### config.mk
export PLATFORM = sky130hd
export DESIGN_NAME = rct_top
export DESIGN_NICKNAME = d
export VERILOG_FILES = /design/src/common/rct_pkg.sv /design/src/common/rct_tick_if.sv /design/src/rtl/rct_edge_qual.sv /design/src/rtl/rct_prescaler.sv /design/src/rtl/rct_top.sv
export SDC_FILE = /design/constraint.sdc
export NUM_CORES = 1
export LEC_CHECK = 0
export BUFFER_PORTS_ARGS = -buffer_cell sky130_fd_sc_hd__buf_2
export CAP_MARGIN = 15
export CORE_ASPECT_RATIO = 0.6
export CORE_UTILIZATION = 53
export CTS_BUF_LIST = sky130_fd_sc_hd__clkbuf_4
export CTS_CLUSTER_DIAMETER = 80
export CTS_CLUSTER_SIZE = 12
export DETAILED_ROUTE_END_ITERATION = 8
export PLACE_DENSITY = 0.87
export SYNTH_ARGS = -nofsm -noshare
export SYNTH_HDL_FRONTEND = slang
export SYNTH_HIERARCHICAL = 1
export SYNTH_SLANG_ARGS = --single-unit
### constraint.sdc
create_clock -name core_clk -period 1.3 [get_ports core_clk]
set_input_delay 0.26 -clock core_clk [delete_from_list [all_inputs] [get_ports core_clk]]
set_output_delay 0.26 -clock core_clk [all_outputs]
set_load 0.005 [all_outputs]
### src/common/rct_pkg.sv
// constants for the pulse width capture timer
`default_nettype none
package rct_pkg;
	localparam int          DATA_W        = 8;
	localparam int          ADDR_W        = 16;
	localparam int          DIV_W         = 10;
	// register addresses
	localparam logic [15:0] ADDR_CONTROL  = 16'hff60;
	localparam logic [15:0] ADDR_RISE_CAP = 16'hff61;
	localparam logic [15:0] ADDR_FALL_CAP = 16'hff62;
	localparam logic [15:0] ADDR_COUNTER  = 16'hff63;
	// control register fields
	localparam int          RUN_BIT       = 7;
	localparam int          WRAP_BIT      = 2;
	localparam int          SEL_HI_BIT    = 1;
	localparam int          SEL_LO_BIT    = 0;
	localparam logic [7:0]  CONTROL_RESET = 8'h00;
	localparam logic [7:0]  CAPTURE_RESET = 8'h00;
	localparam logic [7:0]  COUNTER_RESET = 8'h00;
	localparam logic [7:0]  COUNTER_MAX   = 8'hff;
	// prescaler tap masks: count clock = core clock / 2^n
	localparam logic [9:0]  TAP_DIV1024   = 10'h3ff;
	localparam logic [9:0]  TAP_DIV512    = 10'h1ff;
	localparam logic [9:0]  TAP_DIV16     = 10'h00f;
	localparam logic [9:0]  TAP_DIV8      = 10'h007;
	// clock select codes
	typedef enum logic [1:0] {
		RCT_SEL_DIV1024 = 2'b00,
		RCT_SEL_DIV512  = 2'b01,
		RCT_SEL_DIV16   = 2'b10,
		RCT_SEL_DIV8    = 2'b11
	} rct_sel_t;
	// phase value on which the pin is sampled; the phase toggles each count clock, so sampling is every second count clock
	localparam logic [0:0]  SAMPLE_LAST   = 1'h1;
endpackage
`default_nettype wire

### src/common/rct_tick_if.sv
// count clock tick and qualified edge strobes shared by the timer modules
`default_nettype none
interface rct_tick_if;
	logic tick;
	logic rise;
	logic fall;
	modport prescaler (output tick);
	modport qualifier (input tick, output rise, output fall);
	modport timer     (input tick, input rise, input fall);
endinterface
`default_nettype wire

### src/rtl/rct_edge_qual.sv
// pulse input synchroniser and edge qualifier sampled every second count clock
`default_nettype none
module rct_edge_qual (
	input  wire logic     core_clk,        // main clock
	input  wire logic     reset,           // async reset, high
	input  wire logic     pulse_input_pin, // external pulse, asynchronous
	rct_tick_if.qualifier tk               // tick in, edge strobes out
);
	logic sync_a;
	logic sync_b;
	logic phase;
	logic next_phase;
	logic last_sample;
	logic next_last_sample;
	logic level;
	logic next_level;
	logic rise_q;
	logic next_rise;
	logic fall_q;
	logic next_fall;

	// two flops before anything looks at the pin
	always_ff @(posedge core_clk or posedge reset)
	begin
		if (reset)
		begin
			sync_a <= 1'b0;
			sync_b <= 1'b0;
		end
		else
		begin
			sync_a <= pulse_input_pin;
			sync_b <= sync_a;
		end
	end

	always_comb
	begin
		next_phase       = phase;
		next_last_sample = last_sample;
		next_level       = level;
		next_rise        = 1'b0;
		next_fall        = 1'b0;
		if (tk.tick)
		begin
			next_phase = ~phase;
			if (phase == rct_pkg::SAMPLE_LAST)
			begin
				next_last_sample = sync_b;
				// a new level needs two agreeing samples; shorter phases are lost
				if (sync_b == last_sample && sync_b != level)
				begin
					next_level = sync_b;
					next_rise  = sync_b;
					next_fall  = ~sync_b;
				end
			end
		end
	end

	always_ff @(posedge core_clk or posedge reset)
	begin
		if (reset)
		begin
			phase       <= 1'b0;
			last_sample <= 1'b0;
			level       <= 1'b0;
			rise_q      <= 1'b0;
			fall_q      <= 1'b0;
		end
		else
		begin
			phase       <= next_phase;
			last_sample <= next_last_sample;
			level       <= next_level;
			rise_q      <= next_rise;
			fall_q      <= next_fall;
		end
	end

	assign tk.rise = rise_q;
	assign tk.fall = fall_q;

	a_edge_on_tick : assert property (@(posedge core_clk) disable iff (reset)
		(tk.rise || tk.fall) |-> $past(tk.tick))
		else $error("edge strobe without a sampling tick");
	a_edge_exclusive : assert property (@(posedge core_clk) disable iff (reset)
		!(tk.rise && tk.fall))
		else $error("rise and fall in one cycle");
endmodule
`default_nettype wire

### src/rtl/rct_prescaler.sv
// count clock prescaler with four selectable taps
`default_nettype none
module rct_prescaler (
	input  wire logic       core_clk,  // main clock
	input  wire logic       reset,     // async reset, high
	input  wire logic       run,       // counting enabled
	input  wire logic [1:0] sel,       // clock select code
	rct_tick_if.prescaler   tk         // tick out
);
	logic [rct_pkg::DIV_W-1:0] div;
	logic [rct_pkg::DIV_W-1:0] next_div;
	logic [rct_pkg::DIV_W-1:0] mask;
	logic                      tick_q;
	logic                      next_tick;

	always_comb
	begin
		unique case (rct_pkg::rct_sel_t'(sel))
			rct_pkg::RCT_SEL_DIV1024: mask = rct_pkg::TAP_DIV1024;
			rct_pkg::RCT_SEL_DIV512:  mask = rct_pkg::TAP_DIV512;
			rct_pkg::RCT_SEL_DIV16:   mask = rct_pkg::TAP_DIV16;
			rct_pkg::RCT_SEL_DIV8:    mask = rct_pkg::TAP_DIV8;
		endcase
		// prescaler is held cleared while stopped so a restart begins a full period
		next_div  = run ? div + 10'h001 : '0;
		next_tick = run && ((div & mask) == mask);
	end

	always_ff @(posedge core_clk or posedge reset)
	begin
		if (reset)
		begin
			div    <= '0;
			tick_q <= 1'b0;
		end
		else
		begin
			div    <= next_div;
			tick_q <= next_tick;
		end
	end

	assign tk.tick = tick_q;

	a_tick_needs_run : assert property (@(posedge core_clk) disable iff (reset)
		tk.tick |-> $past(run))
		else $error("count tick while stopped");
endmodule
`default_nettype wire

### src/rtl/rct_top.sv
// pulse width capture timer: control register, free running counter, two capture registers
//
// How it works
// run bit 0 holds counter at zero; 1 counts on selected count clock
// control bit 2 reads 1 after counter overflow, else 0
// clock select 00,01,10,11 picks main clock over 1024, 512, 16, 8
// software writes zero into control bits 3 to 6
// reset loads control with 00: stopped, flag clear, slowest clock
// qualified rising edge copies counter to rising capture, held until next
// qualified falling edge copies counter to falling capture, held until next
// both captures reset to 00 and are read only as whole bytes
// counter is readable, zeroed by reset and by clearing run
// counter runs free; captures never clear it
// input sampled every second count clock; two agreeing samples before capture
// phases shorter than five count clocks are missed, no capture; the code still captures phases of four and some of three
// source holds each level at least five count clocks
// counter wraps from ff to 00 modulo 100
// overflow flag set on ff to 00 wrap, cleared by write 0 or stop
// pulse input synchronised to main clock before qualification
`default_nettype none
module rct_top (
	input  wire logic        core_clk,        // main clock, 50 MHz
	input  wire logic        reset,           // async reset, active high
	input  wire logic        pulse_input_pin, // external pulse input
	input  wire logic [15:0] bus_addr,        // register address
	input  wire logic        bus_wr,          // write strobe
	input  wire logic [7:0]  bus_wdata,       // write data
	input  wire logic        bus_rd,          // read strobe
	output var  logic [7:0]  bus_rdata        // read data, one cycle after strobe
);
	rct_tick_if tk ();

	logic       run;
	logic       next_run;
	logic [1:0] sel;
	logic [1:0] next_sel;
	logic       wrap_flag;
	logic       next_wrap_flag;
	logic [7:0] free_running_counter;
	logic [7:0] next_counter;
	logic [7:0] rising_edge_capture;
	logic [7:0] next_rising_cap;
	logic [7:0] falling_edge_capture;
	logic [7:0] next_falling_cap;
	logic [7:0] next_rdata;
	logic [7:0] control_view;
	logic       ctrl_write;
	logic       wrap_event;
	logic       rise_seen;
	logic       next_rise_seen;

	rct_prescaler u_prescaler (
		.core_clk (core_clk),
		.reset    (reset),
		.run      (run),
		.sel      (sel),
		.tk       (tk)
	);

	rct_edge_qual u_edge_qual (
		.core_clk        (core_clk),
		.reset           (reset),
		.pulse_input_pin (pulse_input_pin),
		.tk              (tk)
	);

	// control register view; bits 3 to 6 are not stored and read as zero
	always_comb
	begin
		control_view                         = 8'h00;
		control_view[rct_pkg::RUN_BIT]       = run;
		control_view[rct_pkg::WRAP_BIT]      = wrap_flag;
		control_view[rct_pkg::SEL_HI_BIT]    = sel[1];
		control_view[rct_pkg::SEL_LO_BIT]    = sel[0];
	end

	assign ctrl_write = bus_wr && (bus_addr == rct_pkg::ADDR_CONTROL);
	assign wrap_event = run && tk.tick && (free_running_counter == rct_pkg::COUNTER_MAX);

	// control register
	always_comb
	begin
		next_run       = run;
		next_sel       = sel;
		next_wrap_flag = wrap_flag;
		if (ctrl_write)
		begin
			// bits 3 to 6 are dropped, so a careless write there does no harm
			next_run = bus_wdata[rct_pkg::RUN_BIT];
			next_sel = {bus_wdata[rct_pkg::SEL_HI_BIT], bus_wdata[rct_pkg::SEL_LO_BIT]};
			// writing 1 cannot set the flag; only a real wrap does
			if (!bus_wdata[rct_pkg::WRAP_BIT] || !bus_wdata[rct_pkg::RUN_BIT])
				next_wrap_flag = 1'b0;
		end
		else if (!run)
			next_wrap_flag = 1'b0;
		// a wrap in the same cycle as a clear still leaves the flag set
		if (wrap_event)
			next_wrap_flag = 1'b1;
	end

	// free running counter
	always_comb
	begin
		if (!run)
			next_counter = rct_pkg::COUNTER_RESET;
		else if (tk.tick)
			next_counter = free_running_counter + 8'h01;
		else
			next_counter = free_running_counter;
	end

	// capture registers; the counter itself is never touched by a capture
	always_comb
	begin
		next_rising_cap  = tk.rise ? free_running_counter : rising_edge_capture;
		next_falling_cap = tk.fall ? free_running_counter : falling_edge_capture;
	end

	// read port: whole byte reads; unmapped addresses and idle cycles return zero
	always_comb
	begin
		next_rdata = 8'h00;
		if (bus_rd)
		begin
			unique case (bus_addr)
				rct_pkg::ADDR_CONTROL:  next_rdata = control_view;
				rct_pkg::ADDR_RISE_CAP: next_rdata = rising_edge_capture;
				rct_pkg::ADDR_FALL_CAP: next_rdata = falling_edge_capture;
				rct_pkg::ADDR_COUNTER:  next_rdata = free_running_counter;
				default:                next_rdata = 8'h00;
			endcase
		end
	end

	always_ff @(posedge core_clk or posedge reset)
	begin
		if (reset)
		begin
			run                  <= rct_pkg::CONTROL_RESET[rct_pkg::RUN_BIT];
			sel                  <= rct_pkg::CONTROL_RESET[1:0];
			wrap_flag            <= rct_pkg::CONTROL_RESET[rct_pkg::WRAP_BIT];
			free_running_counter <= rct_pkg::COUNTER_RESET;
			rising_edge_capture  <= rct_pkg::CAPTURE_RESET;
			falling_edge_capture <= rct_pkg::CAPTURE_RESET;
			bus_rdata            <= 8'h00;
		end
		else
		begin
			run                  <= next_run;
			sel                  <= next_sel;
			wrap_flag            <= next_wrap_flag;
			free_running_counter <= next_counter;
			rising_edge_capture  <= next_rising_cap;
			falling_edge_capture <= next_falling_cap;
			bus_rdata            <= next_rdata;
		end
	end

	// last qualified edge direction, kept only for the alternation checks below
	always_comb
	begin
		next_rise_seen = rise_seen;
		if (tk.rise)
			next_rise_seen = 1'b1;
		else if (tk.fall)
			next_rise_seen = 1'b0;
	end

	always_ff @(posedge core_clk or posedge reset)
	begin
		if (reset)
			rise_seen <= 1'b0;
		else
			rise_seen <= next_rise_seen;
	end

	a_stop_holds_zero : assert property (@(posedge core_clk) disable iff (reset)
		!run |=> (free_running_counter == 8'h00))
		else $error("counter not zero while stopped");

	a_count_step : assert property (@(posedge core_clk) disable iff (reset)
		(run && tk.tick) |=> (free_running_counter == $past(free_running_counter) + 8'h01))
		else $error("counter did not step on tick");

	a_count_hold : assert property (@(posedge core_clk) disable iff (reset)
		(run && !tk.tick) |=> $stable(free_running_counter))
		else $error("counter moved without a tick");

	a_wrap_to_zero : assert property (@(posedge core_clk) disable iff (reset)
		wrap_event |=> (free_running_counter == 8'h00) && wrap_flag)
		else $error("wrap did not reach zero and set flag");

	a_flag_only_by_wrap : assert property (@(posedge core_clk) disable iff (reset)
		$rose(wrap_flag) |-> $past(wrap_event))
		else $error("overflow flag set without a wrap");

	a_flag_cleared_stop : assert property (@(posedge core_clk) disable iff (reset)
		(!run && !wrap_event && !ctrl_write) |=> !wrap_flag)
		else $error("overflow flag kept while stopped");

	a_rise_capture : assert property (@(posedge core_clk) disable iff (reset)
		tk.rise |=> (rising_edge_capture == $past(free_running_counter)))
		else $error("rising capture missed counter value");

	a_rise_hold : assert property (@(posedge core_clk) disable iff (reset)
		!tk.rise |=> $stable(rising_edge_capture))
		else $error("rising capture changed without edge");

	a_fall_capture : assert property (@(posedge core_clk) disable iff (reset)
		tk.fall |=> (falling_edge_capture == $past(free_running_counter)))
		else $error("falling capture missed counter value");

	a_fall_hold : assert property (@(posedge core_clk) disable iff (reset)
		!tk.fall |=> $stable(falling_edge_capture))
		else $error("falling capture changed without edge");

	a_reserved_zero : assert property (@(posedge core_clk) disable iff (reset)
		(bus_rd && bus_addr == rct_pkg::ADDR_CONTROL) |=> (bus_rdata[6:3] == 4'h0)
			&& (bus_rdata[2] == $past(wrap_flag)))
		else $error("control read shows wrong reserved or flag bits");

	a_counter_read : assert property (@(posedge core_clk) disable iff (reset)
		(bus_rd && bus_addr == rct_pkg::ADDR_COUNTER) |=> (bus_rdata == $past(free_running_counter)))
		else $error("counter read returned wrong value");

	a_capture_read : assert property (@(posedge core_clk) disable iff (reset)
		(bus_rd && bus_addr == rct_pkg::ADDR_RISE_CAP) |=> (bus_rdata == $past(rising_edge_capture)))
		else $error("rising capture read returned wrong value");

	a_fall_read : assert property (@(posedge core_clk) disable iff (reset)
		(bus_rd && bus_addr == rct_pkg::ADDR_FALL_CAP) |=> (bus_rdata == $past(falling_edge_capture)))
		else $error("falling capture read returned wrong value");

	a_control_read : assert property (@(posedge core_clk) disable iff (reset)
		(bus_rd && bus_addr == rct_pkg::ADDR_CONTROL) |=> (bus_rdata[rct_pkg::RUN_BIT] == $past(run))
			&& (bus_rdata[rct_pkg::SEL_HI_BIT] == $past(sel[1])) && (bus_rdata[rct_pkg::SEL_LO_BIT] == $past(sel[0])))
		else $error("control read shows wrong run or select bits");

	a_run_written : assert property (@(posedge core_clk) disable iff (reset)
		ctrl_write |=> (run == $past(bus_wdata[rct_pkg::RUN_BIT])))
		else $error("run bit not taken from control write");

	a_sel_written : assert property (@(posedge core_clk) disable iff (reset)
		ctrl_write |=> (sel == {$past(bus_wdata[rct_pkg::SEL_HI_BIT]), $past(bus_wdata[rct_pkg::SEL_LO_BIT])}))
		else $error("clock select not taken from control write");

	a_ctrl_kept : assert property (@(posedge core_clk) disable iff (reset)
		!ctrl_write |=> ($stable(run) && $stable(sel)))
		else $error("control fields changed without a write");

	a_flag_write_clear : assert property (@(posedge core_clk) disable iff (reset)
		(ctrl_write && !bus_wdata[rct_pkg::WRAP_BIT] && !wrap_event) |=> !wrap_flag)
		else $error("overflow flag not cleared by write of zero");

	a_stop_clears_flag : assert property (@(posedge core_clk) disable iff (reset)
		(ctrl_write && !bus_wdata[rct_pkg::RUN_BIT] && !wrap_event) |=> !wrap_flag)
		else $error("overflow flag not cleared by stop");

	a_flag_holds : assert property (@(posedge core_clk) disable iff (reset)
		(wrap_flag && run && !ctrl_write) |=> wrap_flag)
		else $error("overflow flag dropped while running");

	a_flag_write_one : assert property (@(posedge core_clk) disable iff (reset)
		(wrap_flag && ctrl_write && bus_wdata[rct_pkg::WRAP_BIT] && bus_wdata[rct_pkg::RUN_BIT])
			|=> wrap_flag)
		else $error("overflow flag dropped by write of one");

	a_flag_no_set : assert property (@(posedge core_clk) disable iff (reset)
		(!wrap_flag && !wrap_event) |=> !wrap_flag)
		else $error("overflow flag set without a wrap");

	a_stop_clears_counter : assert property (@(posedge core_clk) disable iff (reset)
		(ctrl_write && !bus_wdata[rct_pkg::RUN_BIT]) |=> ##1 (free_running_counter == 8'h00))
		else $error("counter not zeroed after run cleared");

	a_stop_no_tick : assert property (@(posedge core_clk) disable iff (reset)
		!run |=> !tk.tick)
		else $error("count tick follows a stopped cycle");

	a_tick_spacing : assert property (@(posedge core_clk) disable iff (reset)
		tk.tick |=> (!tk.tick)[*7])
		else $error("count ticks closer than the fastest divider");

	a_capture_free_run : assert property (@(posedge core_clk) disable iff (reset)
		(run && (tk.rise || tk.fall))
			|=> (free_running_counter == $past(free_running_counter) + {7'h00, $past(tk.tick)}))
		else $error("capture disturbed the counter");

	a_rise_once : assert property (@(posedge core_clk) disable iff (reset)
		tk.rise |=> !tk.rise)
		else $error("rising strobe longer than one cycle");

	a_fall_once : assert property (@(posedge core_clk) disable iff (reset)
		tk.fall |=> !tk.fall)
		else $error("falling strobe longer than one cycle");

	a_rise_after_fall : assert property (@(posedge core_clk) disable iff (reset)
		tk.rise |-> !rise_seen)
		else $error("two rising edges without a falling edge");

	a_fall_after_rise : assert property (@(posedge core_clk) disable iff (reset)
		tk.fall |-> rise_seen)
		else $error("falling edge without a preceding rising edge");
endmodule
`default_nettype wire

==> results_dict.tcl <==
set metrics [dict create \
    netlist_top_cells_area "dfrtp_1, mux2_2, mux4_2" \
    syn_inst 189 \
    grt_pass1_wl_mm 7.51 \
    dp_hpwl_mm 3.55 \
    critPathMaxFanout 5 \
    place_ws_ns -0.455 \
    min_to "sel[0]" \
    antenna_cells 0 \
    setup_viol 4 \
    finalCritPeriodShare_pct 108 \
    p_leak_nw 1.44 \
    grt_pass1_vias 1528 \
    multi_input_area_um2 1100 \
    cp.required_ns 1.62 \
    yosysTopAreaCellShare_pct 56.1 \
    cts_max_level 2 \
    core-area_um2 4230 \
    cts_buffers 5 \
    track_usage_pct 22.8 \
    cts.sinks 54 \
    hp-class "input port to flop" \
    syn-num-nets 220 \
    status "complete, but fails checks" \
    ant_nets 0 \
    skew_ns 0.0175 \
    antenna_found_initial 0 \
    r2r_cells 6 \
    via_per_inst 5.70 \
    post-route-util_pct 70.7 \
    io_pins 37 \
    ys_seq_area_share_pct 56.1 \
    ys_types 37 \
    insertion_delay_ns 0.40 \
    final_common_cell "dfrtp_1" \
    clkTransAtPathRegs_ns 0.16 \
    worst_slew_margin_rel_pct 70.1 \
    failed_checks "negative setup slack" \
    r2r-start "free_running_counter[0]" \
    vdd_ir_drop_max_mv 0.512 \
    cts_tree "yes" \
    cts_root_buf "clkbuf_4" \
    drt_iter0_markers 133 \
    nFillCells 281 \
    die_y_um 54.2 \
    clk_path_buf_depth 2 \
    worst_slack_ns -0.108 \
    synth_edf_count 0 \
    max_freq_ghz 0.710 \
    dr.pass1.iters 4 \
    grt_overflow_total 0 \
    wl_per_cell_um 18.4 \
    ff2ff_setup_slack_ns -0.11 \
    die_area_um2 4820 \
    finalCriticalPeriod_ns 1.41 \
    cap_violations 0 \
    grt_max_degree 37 \
    syn-cell-area_um2 2410 \
    crit_type "flop to flop" \
    row_count 18 \
    place_congestion 0.744 \
    worst_slew_pin_slew_ns 0.448 \
    yosys_warnings 6 \
    timing.rr.end "free_running_counter[4]" \
    end_kind "flop" \
    min_path_cells 2 \
    vias 1779 \
    holdWs_ns 0.0936 \
    area_growth_pct 24.3 \
    power.total_mw 2.57 \
    hold_viol_final 0 \
    p_per_area_nw_per_um2 860 \
    synth_ff_type "dfrtp_1" \
    final_cell_mix "dfrtp_1, buf_2, buf_4, mux2_2, nor2_1" \
    layout.nets 282 \
    register_area_um2 1360 \
    numPortBuffers 32 \
    synthArstFlopShare_pct 100 \
    routed_wirelength_mm 5.74 \
    drv_slew 0 \
    rsz0062_at_grt "true" \
    cp.arrival_ns 1.73 \
    yosysTopAreaCell "dfrtp_1" \
    die_width_um 89.0 \
    drive_above_1_share_pct 47.6 \
    cp-start-kind "flop" \
    hp-start "bus_wdata[0]" \
    syn_area_per_cell_um2 12.7 \
    drcViolationCount 0 \
    start_util_pct 56.9 \
    synth_seq_cells 54 \
]
where the power goes:
group	switching, mW	total, mW	internal (mW)
Sequential	0.00196	1.69	1.68
Combinational	0.0706	0.122	0.0509
Clock	0.555	0.767	0.212
worst max path at each step:
stage                            startpoint  slack, ns                       to
detailed placement              bus_addr[3]      -0.46                wrap_flag
global route        free_running_counter[0]      -0.13  free_running_counter[4]
floorplan                       bus_addr[3]      -0.35                wrap_flag
finish              free_running_counter[0]      -0.11  free_running_counter[4]
CTS                             bus_addr[3]     -0.007                wrap_flag
global placement                bus_addr[3]      -0.43                wrap_flag
metal layers:
metal  vias up  track usage, %  wire (um)
met2        95            35.4       2740
met5         -               0          0
met4         0            6.61        132
met1       869            31.3       2480
met3        15            7.06        380
li1        800               -          -
state kept, by name, indices dropped and copies added (netlist names):
register,flops
u_edge_qual/sync_b,1
falling_edge_capture,8
u_prescaler/div,10
wrap_flag,1
u_edge_qual/last_sample,1
free_running_counter,8
sel,2
u_prescaler/tk.tick,1
u_edge_qual/tk.rise,1
rising_edge_capture,8
u_edge_qual/phase,1
bus_rdata,8
run,1
u_edge_qual/tk.fall,1
u_edge_qual/sync_a,1
u_edge_qual/level,1
cell families (layout without fill, tap and decap cells):
family / Yosys count / count (layout) / share of synthesized area [%]
compound gates: 21 / 21 / 5.87
mux: 29 / 29 / 15.8
fa+ha+maj: 2 / 2 / 1.04
simple gates: 62 / 63 / 15.6
flops: 54 / 54 / 56.1
xor+xnor: 11 / 11 / 4.00
buf+inv: 10 / 72 / 1.56
critical path: stages, from the launching register on:
cell	delay, ns
dfrtp_1	0.45
ha_2	0.20
nand2_2	0.07
nor2_4	0.12
buf_4	0.14
xor2_1	0.19
and2_1	0.18
per-stage QoR:
step,instances,instance area (um^2),TNS [ns]
6_report,312,2990,-0.216
5_1_grt,312,2990,-0.401
4_1_cts,302,2880,-0.00734
3_5_place_dp,290,2760,-3.89
3_3_place_gp,290,2760,-3.57
2_1_floorplan,189,2420,-1.81
cells in the mapped netlist (2+ instances only):
cell type	number
dfrtp_1	54
mux2_2	20
nor2_1	13
nand2_1	11
and2_1	8
a21oi_1	6
nand3_1	6
xnor2_1	6
clkbuf_1	5
xor2_1	5
a22oi_1	4
and3_2	4
inv_1	4
mux4_2	4
nand4_1	4
mux2_4	3
o21ai_0	3
o31ai_1	3
or4_1	3
ha_1	2
mux2i_1	2
nor2b_1	2
o21a_1	2
or3_2	2
final cells by class:
cell class	count	share of cell area (%)
inverter	5	0.627
multi-input combinational	126	36.7
tap	60	2.51
clock buffer	5	1.25
timing repair buffer	59	12.9
clock inverter	3	0.669
sequential	54	45.3
repair_timing:
action,4_1_cts,5_1_grt
pin swaps,5,7
setup buffers,2,9
endpoints found under the hold margin,55,0
cloned,0,1
setup endpoints to repair,9,11
resized for setup,8,11
hold buffers,2,0
(Power assumes the default switching activity.)
